`src/hdl/e1ram_pkg.sv`:
```
// Constants and types for the E1 receive alarm monitor
package e1ram_pkg;

  // ==========================================================================
  // Register indices (byte address is four times the index)
  // ==========================================================================
  localparam logic [2:0] IDX_BLOCK_IRQ_ENABLE     = 3'h1;
  localparam logic [2:0] IDX_ALARM_ERROR_STATUS   = 3'h2;
  localparam logic [2:0] IDX_ALARM_ERROR_IRQ_EN   = 3'h3;
  localparam logic [2:0] IDX_IRQ_CONTROL          = 3'h4;
  localparam logic [2:0] IDX_STATUS_CLEAR         = 3'h5;
  localparam logic [2:0] IDX_ALARM_STATE          = 3'h6;

  // ==========================================================================
  // Field positions
  // ==========================================================================
  localparam int BIT_BLOCK_ALARM_EN     = 1;
  localparam int BIT_REMOTE_CHANGE      = 0;
  localparam int BIT_LINE_CODE_VIOL     = 3;
  localparam int BIT_MF_REMOTE_CHANGE   = 5;
  localparam int BIT_RESET_UPON_READ    = 0;
  localparam int BIT_STATE_REMOTE       = 0;
  localparam int BIT_STATE_MF_REMOTE    = 1;
  localparam logic [7:0] STATUS_MASK    = 8'h29;

  // ==========================================================================
  // Reset values
  // ==========================================================================
  localparam logic [7:0]  RST_REG8      = 8'h00;
  localparam logic [31:0] RST_RDATA     = 32'h0000_0000;
  localparam logic [6:0]  RST_COUNT     = 7'h00;
  localparam logic [16:0] RST_TIMER     = 17'h0_0000;

  // ==========================================================================
  // Timing and integration
  // ==========================================================================
  localparam int INTERVAL_US     = 4000;
  localparam int CLK_MHZ         = 20;
  localparam int INTERVAL_CYCLES = INTERVAL_US * CLK_MHZ;
  localparam logic [6:0] DECLARE_COUNT = 7'h50;

  // ==========================================================================
  // Bus handshake states
  // ==========================================================================
  typedef enum logic [1:0] {
    BUS_IDLE = 2'b01,
    BUS_ACK  = 2'b10
  } e1ram_bus_t;

endpackage : e1ram_pkg

```
`src/hdl/e1ram_top.sv`:
```
// E1 receive alarm monitor with Avalon-MM register slave
//
// Notes on behaviour
// - Block alarm enable bit 1 gates every alarm and error interrupt.
// - Remote alarm interrupt needs its own enable plus the block enable.
// - Status bit 0 sets on each remote alarm state change.
// - State-change flags stay set until the host clears them.
// - Reset-upon-read clears on read, otherwise only write-to-clear clears.
// - Stream split into 4 ms intervals; each marks multiframe pattern seen.
// - Valid intervals count up; multiframe alarm declared at 80.
// - Invalid intervals count down; multiframe alarm removed at zero.
// - Enable bit 5 gates the multiframe alarm change interrupt.
// - Status bit 5 sets on each multiframe alarm state change.
// - A mark with same polarity as the previous mark is a violation.
// - Violation interrupt needs its own enable plus the block enable.
// - Remote alarm integrates like the multiframe one: 4 ms, 80, zero.
// - Enable bit 0 gates the remote alarm change interrupt.
// - Enable bit 3 and status bit 3 serve line code violations.
module e1ram_top #(
  parameter int unsigned INTERVAL_CYCLES = e1ram_pkg::INTERVAL_CYCLES
) (
  input  wire logic        i_clk,               // 20 MHz clock
  input  wire logic        i_rst_n,             // Sync reset, active low
  input  wire logic        i_ce,                // Clock enable
  input  wire logic        i_bit_en,            // Line bit strobe
  input  wire logic        i_rx_pos,            // Positive mark
  input  wire logic        i_rx_neg,            // Negative mark
  input  wire logic        i_remote_pattern,    // Remote alarm pattern seen
  input  wire logic        i_mf_remote_pattern, // Multiframe pattern seen
  input  wire logic [7:0]  i_avs_address,       // Byte address
  input  wire logic        i_avs_read,          // Read request
  input  wire logic        i_avs_write,         // Write request
  input  wire logic [31:0] i_avs_writedata,     // Write data
  input  wire logic [3:0]  i_avs_byteenable,    // Byte enables
  output logic [31:0]      o_avs_readdata,      // Read data
  output logic             o_avs_waitrequest,   // Wait request
  output logic             o_irq,               // Level interrupt
  output logic             o_remote_alarm,      // Remote alarm declared
  output logic             o_mf_remote_alarm    // Multiframe alarm declared
);

  // ==========================================================================
  // State
  // ==========================================================================
  typedef struct packed {
    e1ram_pkg::e1ram_bus_t bus;
    logic                  waitreq;
    logic [31:0]           rdata;
    logic [7:0]            block_irq_enable;
    logic [7:0]            alarm_error_status;
    logic [7:0]            alarm_error_irq_enable;
    logic [7:0]            irq_control;
    logic [16:0]           timer;
    logic [1:0]            seen;
    logic [1:0][6:0]       cnt;
    logic [1:0]            alarm;
    logic                  have_mark;
    logic                  last_pos;
    logic                  irq;
  } e1ram_state_t;

  localparam e1ram_state_t RESET_STATE = '{
    bus:                    e1ram_pkg::BUS_IDLE,
    waitreq:                1'b1,
    rdata:                  e1ram_pkg::RST_RDATA,
    block_irq_enable:       e1ram_pkg::RST_REG8,
    alarm_error_status:     e1ram_pkg::RST_REG8,
    alarm_error_irq_enable: e1ram_pkg::RST_REG8,
    irq_control:            e1ram_pkg::RST_REG8,
    timer:                  e1ram_pkg::RST_TIMER,
    seen:                   2'h0,
    cnt:                    {e1ram_pkg::RST_COUNT, e1ram_pkg::RST_COUNT},
    alarm:                  2'h0,
    have_mark:              1'b0,
    last_pos:               1'b0,
    irq:                    1'b0
  };

  localparam logic [16:0] TIMER_LAST = 17'(INTERVAL_CYCLES - 1);

  e1ram_state_t st;
  e1ram_state_t next_st;

  logic [1:0]  pattern;
  logic        interval_end;
  logic [6:0]  int_cnt_next [2];
  logic        int_alarm_next [2];
  logic [1:0]  alarm_changed;

  assign pattern      = {i_mf_remote_pattern, i_remote_pattern};
  assign interval_end = (st.timer == TIMER_LAST);

  // ==========================================================================
  // Alarm integrators: index 0 remote, index 1 multiframe
  // ==========================================================================
  for (genvar g = 0; g < 2; g++)
  begin : g_integ
    logic [6:0] cnt_n;
    logic       alarm_n;
    logic       valid;

    always_comb
    begin
      valid   = st.seen[g] | pattern[g];
      cnt_n   = st.cnt[g];
      alarm_n = st.alarm[g];
      if (interval_end)
      begin
        if (valid)
        begin
          if (st.cnt[g] != e1ram_pkg::DECLARE_COUNT)
            cnt_n = st.cnt[g] + 7'h01;
        end
        else if (st.cnt[g] != 7'h00)
        begin
          cnt_n = st.cnt[g] - 7'h01;
        end
        if (cnt_n == e1ram_pkg::DECLARE_COUNT)
          alarm_n = 1'b1;
        else if (cnt_n == 7'h00)
          alarm_n = 1'b0;
      end
    end

    assign int_cnt_next[g]   = cnt_n;
    assign int_alarm_next[g] = alarm_n;
    assign alarm_changed[g]  = alarm_n ^ st.alarm[g];
  end

  // ==========================================================================
  // Read data mux
  // ==========================================================================
  function automatic logic [31:0] read_mux(input e1ram_state_t s,
                                           input logic [2:0]   idx,
                                           input logic         hit);
    logic [31:0] d;
    d = 32'h0000_0000;
    if (hit)
    begin
      case (idx)
        e1ram_pkg::IDX_BLOCK_IRQ_ENABLE:   d[7:0] = s.block_irq_enable;
        e1ram_pkg::IDX_ALARM_ERROR_STATUS: d[7:0] = s.alarm_error_status;
        e1ram_pkg::IDX_ALARM_ERROR_IRQ_EN: d[7:0] = s.alarm_error_irq_enable;
        e1ram_pkg::IDX_IRQ_CONTROL:        d[7:0] = s.irq_control;
        e1ram_pkg::IDX_ALARM_STATE:        d[1:0] = s.alarm;
        default:                           d      = 32'h0000_0000;
      endcase
    end
    return d;
  endfunction

  // ==========================================================================
  // Next state
  // ==========================================================================
  always_comb
  begin
    logic [2:0] idx;
    logic       hit;
    logic       req;
    logic       wr_go;
    logic       rd_go;
    logic       mark;
    logic       violation;
    logic [7:0] set_bits;
    logic [7:0] clr_bits;
    logic [7:0] enabled;

    next_st   = st;
    idx       = i_avs_address[4:2];
    hit       = (i_avs_address[7:5] == 3'h0) && (i_avs_address[1:0] == 2'h0);
    req       = i_avs_read | i_avs_write;
    wr_go     = 1'b0;
    rd_go     = 1'b0;
    set_bits  = 8'h00;
    clr_bits  = 8'h00;
    mark      = 1'b0;
    violation = 1'b0;
    enabled   = 8'h00;

    // Avalon handshake: one wait cycle, then completion
    case (st.bus)
      e1ram_pkg::BUS_IDLE:
      begin
        if (req)
        begin
          next_st.bus     = e1ram_pkg::BUS_ACK;
          next_st.waitreq = 1'b0;
          next_st.rdata   = read_mux(st, idx, hit);
        end
      end
      e1ram_pkg::BUS_ACK:
      begin
        next_st.bus     = e1ram_pkg::BUS_IDLE;
        next_st.waitreq = 1'b1;
        wr_go           = i_avs_write & hit & i_avs_byteenable[0];
        rd_go           = i_avs_read & hit;
      end
      default:
      begin
        next_st.bus     = e1ram_pkg::BUS_IDLE;
        next_st.waitreq = 1'b1;
      end
    endcase

    if (wr_go)
    begin
      case (idx)
        e1ram_pkg::IDX_BLOCK_IRQ_ENABLE:
          next_st.block_irq_enable = i_avs_writedata[7:0];
        e1ram_pkg::IDX_ALARM_ERROR_IRQ_EN:
          next_st.alarm_error_irq_enable = i_avs_writedata[7:0];
        e1ram_pkg::IDX_IRQ_CONTROL:
          next_st.irq_control = i_avs_writedata[7:0];
        e1ram_pkg::IDX_STATUS_CLEAR:
          clr_bits = i_avs_writedata[7:0];
        default:
          clr_bits = 8'h00;
      endcase
    end

    // Only the bits actually returned are cleared on read
    if (rd_go && (idx == e1ram_pkg::IDX_ALARM_ERROR_STATUS) &&
        st.irq_control[e1ram_pkg::BIT_RESET_UPON_READ])
      clr_bits = st.rdata[7:0];

    // Interval timer and pattern capture
    if (interval_end)
    begin
      next_st.timer = 17'h0_0000;
      next_st.seen  = 2'h0;
    end
    else
    begin
      next_st.timer = st.timer + 17'h0_0001;
      next_st.seen  = st.seen | pattern;
    end
    next_st.cnt[0] = int_cnt_next[0];
    next_st.cnt[1] = int_cnt_next[1];
    next_st.alarm  = {int_alarm_next[1], int_alarm_next[0]};

    // Line code monitor
    mark      = i_bit_en & (i_rx_pos | i_rx_neg);
    violation = mark & st.have_mark & (i_rx_pos == st.last_pos);
    if (mark)
    begin
      next_st.have_mark = 1'b1;
      next_st.last_pos  = i_rx_pos;
    end

    set_bits[e1ram_pkg::BIT_REMOTE_CHANGE]    = alarm_changed[0];
    set_bits[e1ram_pkg::BIT_MF_REMOTE_CHANGE] = alarm_changed[1];
    set_bits[e1ram_pkg::BIT_LINE_CODE_VIOL]   = violation;

    // Sticky flags, a new event wins over a clear
    next_st.alarm_error_status =
      ((st.alarm_error_status & ~clr_bits) | set_bits) &
      e1ram_pkg::STATUS_MASK;

    enabled = next_st.alarm_error_status & next_st.alarm_error_irq_enable &
              e1ram_pkg::STATUS_MASK;
    next_st.irq = next_st.block_irq_enable[e1ram_pkg::BIT_BLOCK_ALARM_EN] &
                  (|enabled);
  end

  // ==========================================================================
  // Registers
  // ==========================================================================
  always_ff @(posedge i_clk)
  begin
    if (!i_rst_n)
      st <= RESET_STATE;
    else if (i_ce)
      st <= next_st;
  end

  assign o_avs_readdata    = st.rdata;
  assign o_avs_waitrequest = st.waitreq;
  assign o_irq             = st.irq;
  assign o_remote_alarm    = st.alarm[e1ram_pkg::BIT_STATE_REMOTE];
  assign o_mf_remote_alarm = st.alarm[e1ram_pkg::BIT_STATE_MF_REMOTE];

endmodule // e1ram_top

```
`config.mk`:
```
export PLATFORM = sky130hd
export DESIGN_NAME = e1ram_top
export DESIGN_NICKNAME = d
export VERILOG_FILES = /design/src/hdl/e1ram_pkg.sv /design/src/hdl/e1ram_top.sv
export SDC_FILE = /design/constraint.sdc
export NUM_CORES = 1
export LEC_CHECK = 0
export BUFFER_PORTS_ARGS = -buffer_cell sky130_fd_sc_hd__buf_4
export CAP_MARGIN = 25
export CORE_UTILIZATION = 50
export DETAILED_ROUTE_END_ITERATION = 10
export GPL_ROUTABILITY_DRIVEN = 0
export PLACE_DENSITY = 0.83
export SLEW_MARGIN = 0
export SYNTH_ARGS = -nofsm -noshare
export SYNTH_HDL_FRONTEND = slang
export SYNTH_SLANG_ARGS = --single-unit
```
`constraint.sdc`:
```
create_clock -name i_clk -period 3.4 [get_ports i_clk]
set_input_delay 0.68 -clock i_clk [delete_from_list [all_inputs] [get_ports i_clk]]
set_output_delay 0.68 -clock i_clk [all_outputs]
set_load 0.01 [all_outputs]
```
==> results of run 1 <==
-- stage by stage --
| step | hold slack [ps] | util, % |
|---|---|---|
| after CTS | 451 | 56.5 |
| after global placement | 436 | 53.9 |
| after detailed placement | 441 | 53.9 |
| after global routing | 490 | 56.5 |
| after floorplan | 426 | - |
| final | 451 | 56.5 |
-- worst max-delay path by stage --
| stage | start | to | slack [ps] |
|---|---|---|---|
| after floorplan | i_avs_address[5] | o_irq$_SDFFE_PN0P_ | 730 |
| after detailed placement | i_avs_address[5] | o_irq$_SDFFE_PN0P_ | 490 |
| after global routing | st[5]$_SDFFE_PN0P_ | o_remote_alarm$_SDFFE_PN0P_ | 540 |
| final | st[12]$_SDFFE_PN0P_ | o_mf_remote_alarm$_SDFFE_PN0P_ | 720 |
| after global placement | i_avs_address[5] | o_irq$_SDFFE_PN0P_ | 520 |
| after CTS | st[5]$_SDFFE_PN0P_ | o_remote_alarm$_SDFFE_PN0P_ | 730 |
-- registers in the layout, indices dropped and copies added, names as in the netlist --
name,flops
o_remote_alarm,1
st,64
o_irq,1
o_mf_remote_alarm,1
o_avs_readdata,8
-- layout by cell type, fill, tap and decap left out, types with 3 or more instances in the layout --
| master | instances |
|---|---|
| nor2_1 | 76 |
| dfxtp_1 | 75 |
| nand2_1 | 50 |
| buf_4 | 43 |
| a21oi_1 | 34 |
| mux2i_1 | 29 |
| conb_1 | 24 |
| o21ai_0 | 20 |
| inv_1 | 19 |
| nand3_1 | 19 |
| nor3_1 | 15 |
| clkbuf_8 | 10 |
| a22oi_1 | 9 |
| xnor2_1 | 9 |
| xor2_1 | 8 |
| mux2_2 | 6 |
| a211oi_1 | 6 |
| nor4_1 | 6 |
| o211ai_1 | 6 |
| or3_1 | 5 |
| nand4_1 | 5 |
| a31oi_1 | 5 |
| o22ai_1 | 5 |
| ha_1 | 5 |
| nand2b_1 | 4 |
| and3_1 | 4 |
| or2_2 | 4 |
| nor3_2 | 4 |
| o21ai_1 | 4 |
| nand4b_1 | 3 |
| nor3b_1 | 3 |
-- critical path: cells and delay by family, from the launching register on --
kind	cells	cell delay (ps)
compound gates	4	870
simple gates	2	620
flops	1	420
fa+ha+maj	1	280
mux	1	230
buf+inv	1	140
-- layout make-up --
class	instances	area [µm²]
clock inverter	6	96.3
tap	108	135
timing repair buffer	43	323
clock buffer	10	138
fill	782	3790
multi-input combinational	426	2660
inverter	20	75.1
sequential	75	1500
-- report_power, final --
| group | internal (mW) | switching [mW] |
|---|---|---|
| logic | 0.0512 | 0.0927 |
| clock network | 0.442 | 0.359 |
| registers | 0.887 | 0.00927 |
| total | 1.38 | 0.461 |
-- metal layers --
metal / vias up / routed length [µm]
met5: - / 0
met4: 0 / 191
met3: 21 / 681
met2: 167 / 4910
met1: 1911 / 4690
li1: 1973 / -
-- cells by family after synthesis --
logic type               count (synthesis)  share of synthesized area, %
AND/OR/NAND/NOR                        224                          25.8
AO/OA/AOI/OAI                          120                          18.4
buffers and inverters                   78                          9.37
flip-flops                              75                          33.4
multiplexers                            36                          8.29
XOR/XNOR                                17                          3.31
adder cells (fa/ha/maj)                  5                          1.39
other                                    1                        0.0833
==> results.md, run 1 <==
* Run status: finished, final reports clean
* Antenna viol nets, final at 0
* Antenna Cells at 0
* Top cells by area, synth: dfxtp_1, mux2i_1, nor2_1, buf_4, nand2_1
* CP max FO at 10
* Post-synthesis cell count at 556
* Synth top cells by count: nor2_1, dfxtp_1, nand2_1, a21oi_1, buf_4
* Hold_buf cts at 0
* Pin count of the biggest net entering global routing at 40
* VDD IR max at between 0.2 and 0.25 mV
* Met1 GRT Util at 28.8%
* CTS Buf Count at 9
* Async SR Flop Fraction at 0%
* IO Pins at 90
* Netlist Area Pre-Place at about 4500 µm²
* Most frequent cell after synthesis: nor2_1
* PwrDens at 374 nW/µm²
* Final Instance Area at 4930 µm²
* Worst path slowest cell: dfxtp_1
* Total Power at 1.84 mW
* Count of unique library cells instantiated by Yosys at 75
* Inst Count DP at 672
* Non-Filler Instances at 688
* Max_cap viols at 0
* Post CTS Setup Buffer Count at 0
* Clock skew after layout at approximately 12 ps
* Antenna violations before repair at 0
* Dpl hpwl at 7490 µm
* Syn Area/Cell at 8.09 µm²
* Core Rows at 34
* DR WL/cell at 15.2 µm
* Synth area leader: dfxtp_1
* GRT met2 Usage at 36.6%
* Worst slew pin tran at approximately 700 ps
* Worst slack at placement at 491 ps
* Clk slew on worst S/H paths at 80 ps
* WP data arrival at 2900 ps
* Number of synthesized register bits at 75
* EDFF count, synth at 0
* Cell Area, Placed at 4700 µm²
* Setup CP Type: reg -> reg
* CP Data Required Time at ~3600 ps
* Avg Vias per Cell at 5.92
* Post-cts gate resize count at 0
* Cell Chain, Critical Path: inv_1 -> ha_1 -> nor4b_1 -> a21oi_1 -> a221oi_1 -> o21ai_1 -> nor4_2 -> mux2i_1 -> a21oi_1
* Total routed wirelength at 10500 µm
* Final count of hold timing violations at 0
* Overflow after GRT at 0
* R2r endpoint: o_mf_remote_alarm$_SDFFE_PN0P_
* Share of post-route cells with drive strength above 1 at 16.4%
* Top FF cell, synth: dfxtp_1
* Clock H-tree levels at 3
* Critical Path Max Stage Delay at between 400 and 500 ps
* Fin Setup TNS at 0 ps
* Final setup violating endpoints at 0
* FF-to-FF setup slack at a little over 700 ps
* Most common cell on crit path: a21oi_1
* Final min period at 2680 ps
* Synth warnings at 0
* Pleak at 1.88 nW
* DRC violations left at 0
* Grt peak-use layer: met2
* CTS sink cnt at 75
* Hold depth at 2
* RSZ-0062 raised after global routing: false
* Nets@finish at 634
* Area Overhead vs Synth at 9.59%
* Die area at 9380 µm²
* Area fraction of the dominant cell type after synthesis at 33.4%
* Die H at 96.9 µm
* Met3 Use GR at 4.05%
* Hold Crit Class: reg -> reg
* Slew Viols, Final at 0
* Fin worst setup slack at 718 ps
* CP Launch Type: flop
* Root buffer cell: clkbuf_8
* Hold Startpoint: st[2]$_SDFFE_PN0P_
* Initial drt markers at 336
* Register area share after synthesis at 33.4%
* Vias in the first global route at roughly 3700
* Headroom to the max-slew limit at 52.8%
* Hold EP: st[2]$_SDFFE_PN0P_
* Depth of the most critical reg-to-reg path at 9
* Die Wd at ~97 µm
* Vias at ~4000
* Crit end category: flop
* Fmax at 373 MHz
* Total track usage at 22.3%
* Core area at 8720 µm²
* CTS tree: done
* Port buffer count at 38
* R2r startpoint: st[12]$_SDFFE_PN0P_
* Global-route wire length before repair at 17300 µm
* Final Cycle Share at 78.9%
* Drt pass-1 iters at 6
* Later-pin clock latency in the skew report at 360 ps
* Deepest clock path buffer count at 2
* Initial Utilization at 51.6%
Note: power is estimated with default switching activity, not from simulation.
==> inputs of run 2 (changes only) <==
Settings changed: ABC_AREA from default to 1.
Clock period 3.4 ns to 2.75 ns, I/O delays scaled along.
==> run 2 against run 1 <==
Against the previous run: via count rose by 5.2%; flip-flop and latch count did not move; total power rose by 21%; combinational power rose by 33%; fmax rose by 21%; critical path type unchanged; highest routed layer unchanged.
==> results.md, run 2 <==
* Run status: finished, final reports clean
* Hold depth at 2
* Synth Area in Adders at 1.38%
* Post-cts gate resize count at 0
* Cell Area, Placed at 4740 µm²
* Fin Setup TNS at 0 ps
* Headroom to the max-slew limit at 60.7%
* Post CTS Setup Buffer Count at 0
* Cell family with most CP delay: simple AND/OR/NAND/NOR gates
* Vias at 4283
* Deepest clock path buffer count at 2
* CP max FO at 7
* Synth top cells by count: nand2_1, inv_1, dfxtp_1, nor2_1, nand3_1
* Clock skew after layout at 8.74 ps
* Fmax at 449 MHz
* Syn Area/Cell at 6.85 µm²
* Synth Area in Compound Gates at 15.8%
* Setup CP Type: reg -> reg
* Clk pwr share at between 40% and 50%
* Met3 WL at 699 µm
* Nets@finish at 750
* Port buffer count at 38
* Antenna viol nets, final at 0
* CTS sink cnt at 75
* Hold Crit Class: reg -> reg
* Area fraction of the dominant cell type after synthesis at 33.2%
* Final Cycle Share at 80.9%
* Most frequent cell after synthesis: nand2_1
* Seq pwr share at 49.7%
* IO Pins at 90
* Worst slew pin tran at 588 ps
* Netlist Area Pre-Place at 4530 µm²
* Internal power at 1.69 mW
* Top FF cell, synth: dfxtp_1
* Dpl hpwl at 7830 µm
* CP Data Required Time at 3020 ps
* Initial drt markers at 253
* Antenna violations before repair at 0
* Hold_buf cts at 0
* Final setup violating endpoints at 0
* Crit end category: flop
* Initial Utilization at 51.7%
* FF/Latch Area at 1500 µm²
* Post-synthesis cell count at 661
* Antenna Cells at 0
* Depth of the most critical reg-to-reg path at 9
* Overflow after GRT at 0
* Cell Chain, Critical Path: ha_1 -> nand2_1 -> nor2_1 -> nand2_1 -> nor2_1 -> nor2_1 -> inv_1 -> buf_4 -> a211oi_1
* Uppermost routed layer: met4
* Avg Vias per Cell at 5.33
* Biggest register: st
* CP Launch Type: flop
* Total track usage at a little under a quarter
* Share of post-route cells with drive strength above 1 at 17.6%
* Die H at 97.2 µm
* Most frequent cells in the layout: nand2_1, inv_1, dfxtp_1
* Register area share after synthesis at 33.2%
* EDFF count, synth at 0
* Most common cell after layout, fill and taps aside: nand2_1
* Area Overhead vs Synth at 9.51%
* CTS Buf Count at 9
* Async SR Flop Fraction at 0%
* M1 WL at 4670 µm
* Die area at 9440 µm²
* Fin worst setup slack at 525 ps
* Root buffer cell: clkbuf_8
* DRC violations left at 0
* Pin count of the biggest net entering global routing at 29
* Critical Path Max Stage Delay at ~470 ps
* Global-route wire length before repair at 17500 µm
* Inst Count DP at 788
* Later-pin clock latency in the skew report at 360 ps
* WP data arrival at 2490 ps
* Non-Filler Instances at 803
* Final Instance Area at 4960 µm²
* Synth warnings at 0
* Mux cell area share after synthesis at 0%
* Worst path slowest cell: nor2_1
* Post-Synth Simple-Gate Area at about 31%
* CTS tree: done
* RSZ-0062 raised after global routing: false
* Clk slew on worst S/H paths at 80 ps
* Pleak at 2.12 nW
* CP Depth at 9
* Slew Viols, Final at 0
* Max reg flops at 64
* PwrDens at 451 nW/µm²
* Final min period at between 2000 and 2500 ps
* Core area at 8760 µm²
* Number of synthesized register bits at 75
* VDD IR max at 0.228 mV
* Total routed wirelength at 10400 µm
* Most common cell on crit path: nor2_1
* CP Buf/Inv Count at 2
* Core Rows at 34
* Die Wd at 97.2 µm
* Total Power at between 2 and 2.5 mW
* Synth area leader: dfxtp_1
* Top cells by area, synth: dfxtp_1, nand2_1, inv_1, nand3_1, buf_4
* Final count of hold timing violations at 0
* Vias in the first global route at 3905
* Count of unique library cells instantiated by Yosys at 41
* Max_cap viols at 0
* Clock H-tree levels at 3
* Area occupied by multi-input gates at 2380 µm²
* Comb pwr share at 8.5%
* Drt pass-1 iters at 5
* DR WL/cell at 13.0 µm
* Net Sw Power at 0.541 mW
* Sw frac at 24.2%
* Routed length on met2 at approximately 4800 µm
* Fillers at 804
* XOR/XNOR share of the synthesized area at 2.32%
* Main combinational cell family by area after synthesis: simple AND/OR/NAND/NOR gates
* Worst slack at placement at 450 ps
## run 2: area by class of cell
| class | count | share of cell area (%) |
|---|---|---|
| repair buffers | 45 | 6.81 |
| flip-flops and latches | 75 | 30.3 |
| clock buffers | 10 | 2.78 |
| clock inverters | 5 | 1.56 |
| well taps | 108 | 2.73 |
| multi-input cells | 457 | 47.9 |
| inverters | 103 | 7.90 |
## run 2: metrics by stage
step                      hold slack, ps  utilization (%)
after CTS                            448             56.6
after detailed placement             436             54.1
after global placement               430             54.1
final                                447             56.6
after floorplan                      424                -
after global routing                 468             56.6
## run 2: metal layers
metal,vias up,GRT usage (%)
met1,1949,29.6
met3,20,5.11
met5,-,0
li1,2151,-
met2,163,36.0
met4,0,9.76
## run 2: power by group through the flow
| stage | registers, mW | clock network, mW | logic [mW] |
|---|---|---|---|
| after floorplan | 1.14 | 0 | 0.140 |
| after global placement | 1.14 | 0 | 0.183 |
| after detailed placement | 1.14 | 0 | 0.189 |
| after CTS | 1.11 | 0.944 | 0.190 |
| after global routing | 1.11 | 0.997 | 0.212 |
| final | 1.11 | 0.933 | 0.191 |
## run 2: logic make-up after synthesis
group / Yosys count
simple gates: 293
buf+inv: 152
compound gates: 123
flops: 75
xor+xnor: 12
fa+ha+maj: 5
other cells: 1
## run 2: worst min-delay path, delay by kind of cell, from the launching register on
family,cells,cell delay (ps)
compound gates,1,50
flops,1,310
buf+inv,1,40
## run 2: final timing paths
path,start,endpoint,slack [ps]
setup / recovery,st[21]$_SDFFE_PN0P_,st[31]$_SDFFE_PN0P_,530
hold / removal,st[42]$_SDFFE_PN0P_,st[42]$_SDFFE_PN0P_,450
setup reg to reg,st[21]$_SDFFE_PN0P_,st[31]$_SDFFE_PN0P_,530
hold reg to reg,st[42]$_SDFFE_PN0P_,st[42]$_SDFFE_PN0P_,450
